[config.mk]
export PLATFORM = sky130hd
export DESIGN_NAME = arc_sequencer
export DESIGN_NICKNAME = d
export VERILOG_FILES = /design/src/arc_pkg.sv /design/src/arc_sequencer.sv
export SDC_FILE = /design/constraint.sdc
export NUM_CORES = 1
export LEC_CHECK = 0
export BUFFER_PORTS_ARGS = -buffer_cell sky130_fd_sc_hd__buf_4
export CAP_MARGIN = 10
export CELL_PAD_IN_SITES_DETAIL_PLACEMENT = 1
export CELL_PAD_IN_SITES_GLOBAL_PLACEMENT = 1
export CORE_MARGIN = 2
export CORE_UTILIZATION = 43
export DETAILED_ROUTE_END_ITERATION = 16
export PLACE_DENSITY = 0.91
export SYNTH_ARGS = -nofsm -noshare
export SYNTH_HDL_FRONTEND = slang
export SYNTH_SLANG_ARGS = --single-unit
export TNS_END_PERCENT = 30
[constraint.sdc]
create_clock -name ref_clk -period 2.23 [get_ports ref_clk]
set_input_delay 0.223 -clock ref_clk [delete_from_list [all_inputs] [get_ports ref_clk]]
set_output_delay 0.223 -clock ref_clk [all_outputs]
set_load 0.01 [all_outputs]
[src/arc_pkg.sv]
// arc_pkg: constants for the reference and conversion sequencer
`default_nettype none
package arc_pkg;
    // ---------------------------------------------------------------
    // special function register addresses
    // ---------------------------------------------------------------
    localparam logic [7:0] ADDR_CTRL = 8'hd8;
    localparam logic [7:0] ADDR_RESULT = 8'hd9;
    localparam logic [7:0] ADDR_REFPROG = 8'hda;
    localparam logic [7:0] ADDR_DONEREQ = 8'hc0;
    // ---------------------------------------------------------------
    // field positions and reset values
    // ---------------------------------------------------------------
    localparam int BIT_BUSY = 4;
    localparam int BIT_CONT = 3;
    localparam int CHAN_MSB = 2;
    localparam int BIT_DONE = 0;
    localparam int LOW_MSB = 3;
    localparam int UP_LSB = 4;
    localparam int UP_MSB = 7;
    localparam logic [7:0] RST_REFPROG = 8'h00;
    localparam logic [7:0] RST_RESULT = 8'h00;
    localparam logic [7:0] SAR_FIRST = 8'h80;
    localparam logic [7:0] SAR_LAST = 8'h01;
    localparam logic [3:0] CODE_ZERO = 4'h0;
    // tap 16 is the upper reference pin itself
    localparam logic [4:0] TAP_UPPER_PIN = 5'h10;
    // ---------------------------------------------------------------
    // timing
    // ---------------------------------------------------------------
    localparam int CLK_PERIOD_NS = 8;
    localparam int OSC_PERIOD_NS = 8;
    localparam int MC_OSC_PERIODS = 6;
    localparam int MC_CLKS = (MC_OSC_PERIODS * OSC_PERIOD_NS + CLK_PERIOD_NS - 1) / CLK_PERIOD_NS;
    localparam logic [2:0] MC_LAST = 3'(MC_CLKS - 1);
    localparam logic [3:0] SAMPLE_MC = 4'h5;
    localparam logic [3:0] PHASE_ONE = 4'h1;
    // ---------------------------------------------------------------
    // sequencer states
    // ---------------------------------------------------------------
    typedef enum logic [4:0] {
        ST_IDLE = 5'b00001,
        ST_WAIT = 5'b00010,
        ST_SAMPLE = 5'b00100,
        ST_CONV = 5'b01000,
        ST_WRES = 5'b10000
    } arc_state_type;
endpackage
`default_nettype wire

[src/arc_sequencer.sv]
// arc_sequencer: reference program register and conversion sequencer
`timescale 1ns/1ps
`default_nettype none
// Operation
// - any reference program write starts conversion
// - write during conversion restarts it fresh
// - start next machine cycle; busy at sample
// - low nibble lower ref, high nibble upper
// - level is lower pin plus code sixteenths
// - code zero selects the matching pin
// - above upper gives ff, below lower 00
// - phases: sample, convert, write result
// - sample connects the selected input channel
// - eight bits decided msb first
// - result loaded in write phase or by a result write
// - timing counted in six-period machine cycles
// - continuous bit repeats conversions until cleared
// - hardware clears busy; writes ignored
// - done request set by hardware, software clears
// - three-bit field picks one of eight inputs
module arc_sequencer (
    // clock and reset
    input wire logic ref_clk,
    input wire logic reset_n,
    // special function register bus
    input wire logic [7:0] sfrAddr,
    input wire logic sfrWrEn,
    input wire logic [7:0] sfrWrData,
    input wire logic sfrRdEn,
    output logic [7:0] sfrRdData,
    // analog front end
    input wire logic cmpAbove,
    output logic sampleEn,
    output logic [2:0] inputChannelSelect,
    output logic [7:0] dacTrial,
    output logic [4:0] internalLowerTap,
    output logic [4:0] internalUpperTap,
    // status
    output logic conversionDoneRequest
);
    import arc_pkg::*;

    // ---------------------------------------------------------------
    // registers
    // ---------------------------------------------------------------
    arc_state_type state_ff;
    arc_state_type nxt_state;
    logic [2:0] mcCnt_ff;
    logic [3:0] phaseCnt_ff;
    logic [3:0] nxt_phaseCnt;
    logic [7:0] refProg_ff;
    logic [7:0] activeRef_ff;
    logic [7:0] result_ff;
    logic [7:0] nxt_result;
    logic [7:0] sar_ff;
    logic [7:0] nxt_sar;
    logic [7:0] mask_ff;
    logic [7:0] nxt_mask;
    logic contSel_ff;
    logic [2:0] chanSel_ff;
    logic busy_ff;
    logic nxt_busy;
    logic doneReq_ff;
    logic [7:0] rdData_ff;
    logic [7:0] nxt_rdData;
    logic sampleEn_ff;
    logic [4:0] lowerTap_ff;
    logic [4:0] upperTap_ff;
    logic cmpMeta_ff;
    logic cmpSync_ff;

    // ---------------------------------------------------------------
    // decode
    // ---------------------------------------------------------------
    wire logic wrCtrl = sfrWrEn && (sfrAddr == ADDR_CTRL);
    wire logic wrResult = sfrWrEn && (sfrAddr == ADDR_RESULT);
    wire logic wrRefProg = sfrWrEn && (sfrAddr == ADDR_REFPROG);
    wire logic wrDoneReq = sfrWrEn && (sfrAddr == ADDR_DONEREQ);
    wire logic startReq = wrRefProg || wrResult;
    wire logic mcEn = (mcCnt_ff == MC_LAST);
    wire logic sarLast = (mask_ff == SAR_LAST);
    wire logic sampleDone = (phaseCnt_ff == SAMPLE_MC);
    wire logic enterWres = (state_ff == ST_CONV) && mcEn && sarLast;
    // end of conversion raises request
    // an abandoned run must not raise the request
    wire logic doneSet = enterWres && !startReq;
    wire logic [7:0] ctrlRead = {3'b000, busy_ff, contSel_ff, chanSel_ff};
    wire logic [7:0] doneRead = {7'b0000000, doneReq_ff};
    wire logic [3:0] lowCode = activeRef_ff[LOW_MSB:0];
    wire logic [3:0] upCode = activeRef_ff[UP_MSB:UP_LSB];
    // tap n is lower pin plus n sixteenths
    // zero code falls back to the pins
    wire logic [4:0] nxtLowerTap = {1'b0, lowCode};
    wire logic [4:0] nxtUpperTap = (upCode == CODE_ZERO) ? TAP_UPPER_PIN : {1'b0, upCode};

    // ---------------------------------------------------------------
    // machine cycle divider
    // ---------------------------------------------------------------
    // six oscillator periods per machine cycle
    always_ff @(posedge ref_clk) begin
        if (!reset_n) begin
            mcCnt_ff <= 3'h0;
        end else if (mcEn) begin
            mcCnt_ff <= 3'h0;
        end else begin
            mcCnt_ff <= mcCnt_ff + 3'h1;
        end
    end

    // ---------------------------------------------------------------
    // comparator synchroniser
    // ---------------------------------------------------------------
    always_ff @(posedge ref_clk) begin
        if (!reset_n) begin
            cmpMeta_ff <= 1'b0;
            cmpSync_ff <= 1'b0;
        end else begin
            cmpMeta_ff <= cmpAbove;
            cmpSync_ff <= cmpMeta_ff;
        end
    end

    // ---------------------------------------------------------------
    // sequencer
    // ---------------------------------------------------------------
    always_comb begin
        nxt_state = state_ff;
        nxt_phaseCnt = phaseCnt_ff;
        nxt_sar = sar_ff;
        nxt_mask = mask_ff;
        nxt_busy = busy_ff;
        nxt_result = result_ff;
        if (wrResult) begin
            nxt_result = sfrWrData;
        end
        if (startReq) begin
            nxt_state = ST_WAIT;
            nxt_busy = 1'b0;
        end else if (mcEn) begin
            case (state_ff)
                ST_IDLE: begin
                    nxt_state = ST_IDLE;
                end
                ST_WAIT: begin
                    nxt_state = ST_SAMPLE;
                    nxt_phaseCnt = PHASE_ONE;
                    nxt_busy = 1'b1;
                end
                ST_SAMPLE: begin
                    if (sampleDone) begin
                        nxt_state = ST_CONV;
                        nxt_sar = SAR_FIRST;
                        nxt_mask = SAR_FIRST;
                    end else begin
                        nxt_phaseCnt = phaseCnt_ff + 4'h1;
                    end
                end
                ST_CONV: begin
                    nxt_sar = (cmpSync_ff ? sar_ff : (sar_ff & ~mask_ff)) | (mask_ff >> 1);
                    nxt_mask = mask_ff >> 1;
                    if (sarLast) begin
                        nxt_state = ST_WRES;
                        nxt_busy = 1'b0;
                        nxt_result = cmpSync_ff ? sar_ff : (sar_ff & ~mask_ff);
                    end
                end
                ST_WRES: begin
                    if (contSel_ff) begin
                        nxt_state = ST_SAMPLE;
                        nxt_phaseCnt = PHASE_ONE;
                        nxt_busy = 1'b1;
                    end else begin
                        nxt_state = ST_IDLE;
                    end
                end
                default: begin
                    nxt_state = ST_IDLE;
                    nxt_busy = 1'b0;
                end
            endcase
        end
    end

    always_ff @(posedge ref_clk) begin
        if (!reset_n) begin
            state_ff <= ST_IDLE;
            phaseCnt_ff <= 4'h0;
            sar_ff <= 8'h00;
            mask_ff <= 8'h00;
            busy_ff <= 1'b0;
            result_ff <= RST_RESULT;
        end else begin
            state_ff <= nxt_state;
            phaseCnt_ff <= nxt_phaseCnt;
            sar_ff <= nxt_sar;
            mask_ff <= nxt_mask;
            busy_ff <= nxt_busy;
            result_ff <= nxt_result;
        end
    end

    // ---------------------------------------------------------------
    // software registers
    // ---------------------------------------------------------------
    // busy bit is left out of the control write on purpose
    always_ff @(posedge ref_clk) begin
        if (!reset_n) begin
            contSel_ff <= 1'b0;
            chanSel_ff <= 3'h0;
        end else if (wrCtrl) begin
            contSel_ff <= sfrWrData[BIT_CONT];
            chanSel_ff <= sfrWrData[CHAN_MSB:0];
        end
    end

    always_ff @(posedge ref_clk) begin
        if (!reset_n) begin
            refProg_ff <= RST_REFPROG;
        end else if (wrRefProg) begin
            refProg_ff <= sfrWrData;
        end
    end

    // the write applies to the run it starts
    always_ff @(posedge ref_clk) begin
        if (!reset_n) begin
            activeRef_ff <= RST_REFPROG;
        end else if (wrRefProg) begin
            activeRef_ff <= sfrWrData;
        end
    end

    // set wins over a clear in the same cycle
    always_ff @(posedge ref_clk) begin
        if (!reset_n) begin
            doneReq_ff <= 1'b0;
        end else if (doneSet) begin
            doneReq_ff <= 1'b1;
        end else if (wrDoneReq) begin
            doneReq_ff <= sfrWrData[BIT_DONE];
        end
    end

    // ---------------------------------------------------------------
    // read path
    // ---------------------------------------------------------------
    // unmapped addresses read as zero
    always_comb begin
        case (sfrAddr)
            ADDR_CTRL: nxt_rdData = ctrlRead;
            ADDR_RESULT: nxt_rdData = result_ff;
            ADDR_REFPROG: nxt_rdData = refProg_ff;
            ADDR_DONEREQ: nxt_rdData = doneRead;
            default: nxt_rdData = 8'h00;
        endcase
    end

    always_ff @(posedge ref_clk) begin
        if (!reset_n) begin
            rdData_ff <= 8'h00;
        end else if (sfrRdEn) begin
            rdData_ff <= nxt_rdData;
        end
    end

    // ---------------------------------------------------------------
    // analog controls
    // ---------------------------------------------------------------
    // taps are registered so the ladder never sees a decode glitch
    always_ff @(posedge ref_clk) begin
        if (!reset_n) begin
            sampleEn_ff <= 1'b0;
            lowerTap_ff <= 5'h00;
            upperTap_ff <= TAP_UPPER_PIN;
        end else begin
            sampleEn_ff <= (nxt_state == ST_SAMPLE);
            lowerTap_ff <= nxtLowerTap;
            upperTap_ff <= nxtUpperTap;
        end
    end

    // ---------------------------------------------------------------
    // outputs
    // ---------------------------------------------------------------
    assign sfrRdData = rdData_ff;
    assign sampleEn = sampleEn_ff;
    assign inputChannelSelect = chanSel_ff;
    assign dacTrial = sar_ff;
    assign internalLowerTap = lowerTap_ff;
    assign internalUpperTap = upperTap_ff;
    assign conversionDoneRequest = doneReq_ff;
endmodule
`default_nettype wire

==> summary.txt, run 1 <==
Setup path
  • Required time worst endpoint: 2500 ps
  • Setup crit end kind: flop
  • Critical-path maximum fanout: 14
  • Crit Path Class: flop to flop
  • R2r worst-path depth: 7
  • RR Startpoint: phaseCnt_ff[1]
  • RR Endpoint: mask_ff[0]
  • Register-to-register setup slack: 240 ps
  • Arrival time worst endpoint: 2250 ps
  • Crit path launch type: flop

Route
  • # DRC: 0
  • Routed vias: 2753
  • First drt pass iteration count: 4
  • ANT nets after route: 0
  • Final wirelength: 8464 µm
  • WL per Instance: 17.13 µm
  • Drt via density: 5.573
  • Starting DRT DRC Count: 99

Synth
  • Syn_area_per_cell: 9.360 µm²
  • Ys flop type: dfxtp_1
  • Synth Cell Area: 0.003229 mm²
  • Dominant cells by area after synthesis: dfxtp_1, mux2i_1, a21boi_0
  • #FFs+latches synth: 70
  • Synth Area in Compound Gates: 0.2135
  • Most frequent cell after synthesis: dfxtp_1
  • Synth Area in Adders: 0.01550
  • Seq/Total Area, Yosys: 0.4339
  • XOR/XNOR Fraction of Synth Area: 0.002712
  • Number of synthesized flops with an enable pin: 0
  • Async SR Flop Fraction: 0
  • Post-synth cell types: 53
  • Synth warn: 0
  • Synthesized net count: 370
  • Synth area leader: dfxtp_1
  • Synth Area in Simple Gates: 0.2088
  • Multiplexer area fraction after synthesis: 0.08369
  • Mapped Cells: 345
  • Yosys top cell area share: 0.4339
  • Top cells by count, synth: dfxtp_1, nand2_1, mux2i_1
  • Largest family of logic cells by synthesized area: compound AO/OA/AOI/OAI gates

Pwr
  • Peak supply drop: 350.9 µV
  • Sw frac: 0.2490
  • Internal power: 1744 µW
  • P_leak: 0.001562 µW
  • Power per Cell Area: 603.2 mW/mm²
  • Sequential share of power: 0.542
  • Sw Pwr: 578.5 µW
  • Clock share of power: 0.410
  • Gate power share: 0.047

Finish
  • N_diodes: 0
  • Area grow syn2layout: 19.26%
  • Final Non-Filler Cells: 494
  • Fin nets: 415
  • Fillers: 846
  • Share of layout cells above drive strength 1: 0.2152

Clocking
  • H-Tree Depth: 3
  • Clk sinks: 70
  • Post_cts resized: 0
  • Worst-Skew Late Latency: 350 ps
  • Postcts setup bufs: 0
  • Hold bufs inserted after CTS: 0
  • Cts bufs inserted: 9
  • Clock transition at path regs: 80 ps
  • Root Buffer: clkbuf_8
  • Clock buffer depth: 2
  • CTS tree: yes

Min path
  • Hold worst-path end: cmpMeta_ff
  • Origin of the worst min-delay path: cmpAbove
  • WHS Path Cells: 2
  • HP Class: input port to flop

Global route
  • Initial antenna violation count: 0
  • Vias in the first global route: 2848
  • Gr usage total: 0.2165
  • First-pass GRT wire length: 14410 µm
  • Remaining global-route overflow: 0
  • Largest net degree at the start of global routing: 48

Place
  • Port bufs: 50
  • # placed instances: 478
  • GP Congestion: 0.7981
  • HPWL after DPL: 6028 µm

Timing
  • Clk_skew: 7.323 ps
  • Fin crit share: 0.8906
  • Pins over their slew limit: 0
  • Fmax: 503.5 MHz
  • Final setup vio count: 0
  • Worst slew margin: 0.5581
  • Worst hold slack: 83.41 ps
  • RSZ-0062 raised after global routing: no
  • Setup TNS: 0 ps
  • Min Tclk post-route: 1986 ps
  • Final Hold Fails: 0
  • Measured slew at the worst slew-check pin: 662.7 ps

Flow run
  • Maxcap violations: 0

Floorplan
  • Die area: 0.008219 mm²
  • DIE HEIGHT: 90.66 µm
  • Core Area: 0.007253 mm²
  • Die X: 90.66 µm
  • Row cnt: 31
  • Starting Density: 0.4452
  • Top Ports: 52

Outcome
  • Status: finished clean
[critical path, cell delays in order, from the launching register on]
cell,delay [ps]
dfxtp_1,410
inv_1,70
ha_1,200
nand3b_1,280
nor3_4,70
o21ai_2,540
nand2_1,140
a21boi_0,190
[per-layer routing]
layer  track usage  vias to the layer above  part of all wire
li1              -                     1328                 -
met3       0.04424                       11             0.041
met2        0.3644                       64              0.49
met5             0                        -                 0
met4       0.08333                        0             0.015
met1        0.2721                     1350              0.45
[flip-flops by register name, indices dropped and copies added, names as in the netlist, 3 cells and up]
| signal | cells |
|---|---|
| activeRef_ff | 8 |
| dacTrial | 8 |
| mask_ff | 8 |
| result_ff | 8 |
| sfrRdData | 8 |
| internalUpperTap | 5 |
| state_ff | 5 |
| internalLowerTap | 4 |
| phaseCnt_ff | 4 |
| inputChannelSelect | 3 |
| mcCnt_ff | 3 |
[layout make-up]
cell class	count	area [µm²]	share of cell area
Clock inverter	6	45.04	0.01170
Timing Repair Buffer	57	427.9	0.1111
Inverter	5	18.77	0.004873
Tap cell	99	123.9	0.03216
Clock buffer	10	137.6	0.03574
Sequential cell	70	1401	0.3639
Multi-Input combinational cell	247	1697	0.4405
[stage by stage]
step / setup WS (ps) / utilization / cell area [µm²] / power, µW
2_1_floorplan: 557.7 / - / 3229 / 1347
3_3_place_gp: 408.2 / 0.5058 / 3669 / 1394
3_5_place_dp: 281.9 / 0.5058 / 3669 / 1399
4_1_cts: 255.6 / 0.5310 / 3851 / 2337
5_1_grt: 78.99 / 0.5310 / 3851 / 2406
6_report: 244.0 / 0.5310 / 3851 / 2323
[power by group through the flow]
stage	Clock, µW	Sequential, µW	Combinational, µW
floorplan	0	1290	58.3
global placement	0	1290	105
detailed placement	0	1290	109
CTS	966	1260	110
global route	1020	1260	121
finish	953	1260	110
[kinds of logic (layout without fill, tap and decap cells)]
group / count (synthesis) / after routing
AO/OA/AOI/OAI: 92 / 92
XOR/XNOR: 1 / 1
adder cells (fa/ha/maj): 4 / 4
buffers and inverters: 28 / 78
flip-flops: 70 / 70
multiplexers: 27 / 27
other: 1 / 1
AND/OR/NAND/NOR: 122 / 122
[worst max-delay path by stage]
stage / startpoint / end / slack [ps] / depth (start not counted)
global placement: sfrAddr[2] / result_ff[7] / 410 / 7
global route: phaseCnt_ff[1] / mask_ff[1] / 80 / 7
floorplan: state_ff[4] / dacTrial[0] / 560 / 7
CTS: phaseCnt_ff[1] / mask_ff[0] / 260 / 7
detailed placement: phaseCnt_ff[1] / mask_ff[0] / 280 / 7
finish: phaseCnt_ff[1] / mask_ff[0] / 240 / 7
[layout by cell type, fill, tap and decap left out, types with 4 or more instances in the layout]
master | synthesis | routed
nand2_1 | 38 | 38
mux2i_1 | 27 | 27
a21boi_0 | 21 | 21
nor2b_1 | 17 | 17
ha_1 | 4 | 4
o211ai_1 | 9 | 9
and3_1 | 5 | 5
buf_4 | 3 | 57
clkbuf_8 | 0 | 10
nor2_1 | 13 | 13
o211a_1 | 8 | 8
a22oi_1 | 4 | 4
a21oi_1 | 7 | 7
a22o_1 | 10 | 10
nand3_1 | 16 | 16
inv_1 | 5 | 5
dfxtp_1 | 70 | 70
o21ai_0 | 13 | 13
and2_1 | 13 | 13
(Power assumes the default switching activity.)
==> run 2: changes to the inputs <==
--- a/config.mk
+++ b/config.mk
@@ -10,9 +10,9 @@
 export CELL_PAD_IN_SITES_DETAIL_PLACEMENT = 1
 export CELL_PAD_IN_SITES_GLOBAL_PLACEMENT = 1
 export CORE_MARGIN = 2
-export CORE_UTILIZATION = 43
+export CORE_UTILIZATION = 39
 export DETAILED_ROUTE_END_ITERATION = 16
-export PLACE_DENSITY = 0.91
+export PLACE_DENSITY = 0.88
 export SYNTH_ARGS = -nofsm -noshare
 export SYNTH_HDL_FRONTEND = slang
 export SYNTH_SLANG_ARGS = --single-unit
==> constraint.sdc (replaced) <==
create_clock -name ref_clk -period 1.8 [get_ports ref_clk]
set_input_delay 0.18 -clock ref_clk [delete_from_list [all_inputs] [get_ports ref_clk]]
set_output_delay 0.18 -clock ref_clk [all_outputs]
set_load 0.01 [all_outputs]
==> summary.txt, run 2 (synthesis results as in run 1) <==
Route
  • WL per Instance: 17.10 µm (-0.20%)
  • Starting DRT DRC Count: 110 (+11%)
  • Drt via density: 5.467 (-1.9%)
  • ANT nets after route: 0 (unchanged)
  • Routed vias: 2788 (+1.3%)
  • # DRC: 0 (unchanged)
  • Final wirelength: 8721 µm (+3.0%)
  • First drt pass iteration count: 4 (unchanged)

Finish
  • Fin nets: 425 (+2.4%)
  • Area grow syn2layout: 25.38%
  • Most frequent cells in the layout: dfxtp_1, buf_4, nand2_1, mux2i_1, a21boi_0
  • N_diodes: 0 (unchanged)
  • Commonest non-fill, non-tap cell in the layout: dfxtp_1
  • Share of layout cells above drive strength 1: 0.2568 (+0.04160)

Timing
  • RSZ-0062 raised after global routing: yes
  • Worst slew margin: 0.6318 (+0.07373)
  • Setup TNS: 0 ps (unchanged)
  • Final setup vio count: 0 (unchanged)
  • Measured slew at the worst slew-check pin: 551.1 ps (-111.6 ps)
  • Fmax: 577.5 MHz (+15%)
  • Fin crit share: 0.9620 (+0.07146)
  • Pins over their slew limit: 0 (unchanged)
  • Worst setup margin: 68.35 ps (-175.7 ps)
  • Min Tclk post-route: 1732 ps (-254.3 ps)
  • Worst hold slack: 23.93 ps (-59.48 ps)
  • Clk_skew: 7.435 ps (+0.1113 ps)
  • Final Hold Fails: 0 (unchanged)

Clocking
  • Clock transition at path regs: 80 ps (about the same)
  • Clk sinks: 70 (unchanged)
  • Hold bufs inserted after CTS: 0 (unchanged)
  • H-Tree Depth: 3 (unchanged)
  • Worst-Skew Late Latency: 360 ps (about the same)
  • Root Buffer: clkbuf_8
  • CTS tree: yes
  • Clock buffer depth: 2 (unchanged)
  • Cts bufs inserted: 9 (unchanged)

Global route
  • Vias in the first global route: 2770 (-2.7%)
  • Initial antenna violation count: 0 (unchanged)
  • Largest net degree at the start of global routing: 45 (-6.3%)
  • Gr usage total: 0.1951 (-0.02144)
  • First-pass GRT wire length: 13620 µm (-5.5%)
  • Remaining global-route overflow: 0 (unchanged)

Place
  • Port bufs: 50 (unchanged)
  • Setup WS pre-CTS: -102.3 ps (-384.3 ps)
  • GP Congestion: 0.9077 (+14%)
  • HPWL after DPL: 6275 µm (+4.1%)

Floorplan
  • Die area: 0.009024 mm² (+9.8%)
  • Row cnt: 33 (+6.5%)
  • Core Area: 0.008134 mm² (+12%)
  • Die X: 95.00 µm (+4.8%)
  • Starting Density: 0.3970 (-0.04821)
  • DIE HEIGHT: 95.00 µm (+4.8%)
  • Top Ports: 52 (unchanged)

Pwr
  • P_leak: 0.001623 µW (+3.9%)
  • Clock share of power: 0.416 (+0.006)
  • Sequential share of power: 0.536 (-0.006)
  • Peak supply drop: 292.0 µV (-17%)
  • Sw frac: 0.2627 (+0.01370)
  • Total power: 2913 µW (+25%)
  • Power per Cell Area: 719.5 mW/mm² (+19%)
  • Sw Pwr: 765.4 µW (+32%)
  • Gate power share: 0.048 (about the same)
  • Internal power: 2148 µW (+23%)

Setup path
  • CP max stage delay: 580 ps (+40 ps)
  • Critical Path Slowest Stage Cell: or4b_4
  • CP cell instances: or4b_4, nand2b_4, nor3_2, o221a_2, and2_1
  • Arrival time worst endpoint: 2030 ps (-220 ps)
  • Setup crit end kind: flop
  • Critical-path maximum fanout: 8 (-6)
  • Required time worst endpoint: 2100 ps (-400 ps)
  • Worst path bufs/invs: 0 (-1)
  • Crit path launch type: flop
  • Crit Path Class: flop to flop
  • Delay-heaviest family, CP: simple AND/OR/NAND/NOR gates

Min path
  • HP Class: input port to flop

Outcome
  • Status: finished clean

Flow run
  • Maxcap violations: 0 (unchanged)
-- run 2: changes by cell type in the layout (fill, tap and decap cells not counted), sizes merged --
| cell | change |
|---|---|
| clkbuf | -1 |
| o21ai | +1 |
| inv | +2 |
| clkinvlp | -1 |
| buf | +9 |
-- run 2: what timing repair did --
action                     4_1_cts  5_1_grt
pin swaps                        0        4
gates resized for setup          5       11
setup buffers                    0        1
setup endpoints to repair       12       22
cloned                           0        1
-- run 2: per-stage QoR --
stage            util  cell area (µm²)  std cells
2_1_floorplan       -             3229        345
3_3_place_gp   0.4639             3774        492
3_5_place_dp   0.4639             3774        492
4_1_cts        0.4899             3985        508
5_1_grt        0.4978             4049        510
6_report       0.4978             4049        510
-- run 2: path summary, 6_finish.rpt --
kind	start	to	slack [ps]	cells past startpoint
worst max-delay path	state_ff[1]	state_ff[3]	70	5
worst max register to register	state_ff[1]	state_ff[3]	70	5
worst min register to register	cmpMeta_ff	cmpSync_ff	450	1
worst min-delay path	cmpAbove	cmpMeta_ff	20	2
-- run 2: area by class of cell --
| type | instances | area [µm²] |
|---|---|---|
| Clock buffer | 9 | 123.9 |
| Clock inverter | 7 | 63.81 |
| Fill cell | 923 | 4085 |
| Inverter | 5 | 18.77 |
| Multi-Input combinational cell | 248 | 1772 |
| Sequential cell | 70 | 1406 |
| Tap cell | 105 | 131.4 |
| Timing Repair Buffer | 66 | 533.0 |
-- run 2: routing by layer --
| layer | vias to the layer above | track usage | part of all wire |
|---|---|---|---|
| li1 | 1347 | - | - |
| met5 | - | 0 | 0 |
| met4 | 0 | 0.05797 | 0.014 |
| met1 | 1379 | 0.2362 | 0.44 |
| met3 | 9 | 0.04789 | 0.035 |
| met2 | 53 | 0.3410 | 0.51 |
-- run 2: power by group through the flow --
stage	logic (µW)	clock network, µW	registers (µW)
after floorplan	72.3	0	1600
after global placement	132	0	1600
after detailed placement	136	0	1600
after CTS	138	1240	1560
after global routing	152	1330	1560
final	140	1210	1560
-- run 2: worst register-to-register path, delay by kind of cell, from the launching register on --
| family | cells | cell delay [ps] |
|---|---|---|
| AND/OR/NAND/NOR | 4 | 1050 |
| flip-flops | 1 | 370 |
| AO/OA/AOI/OAI | 1 | 260 |
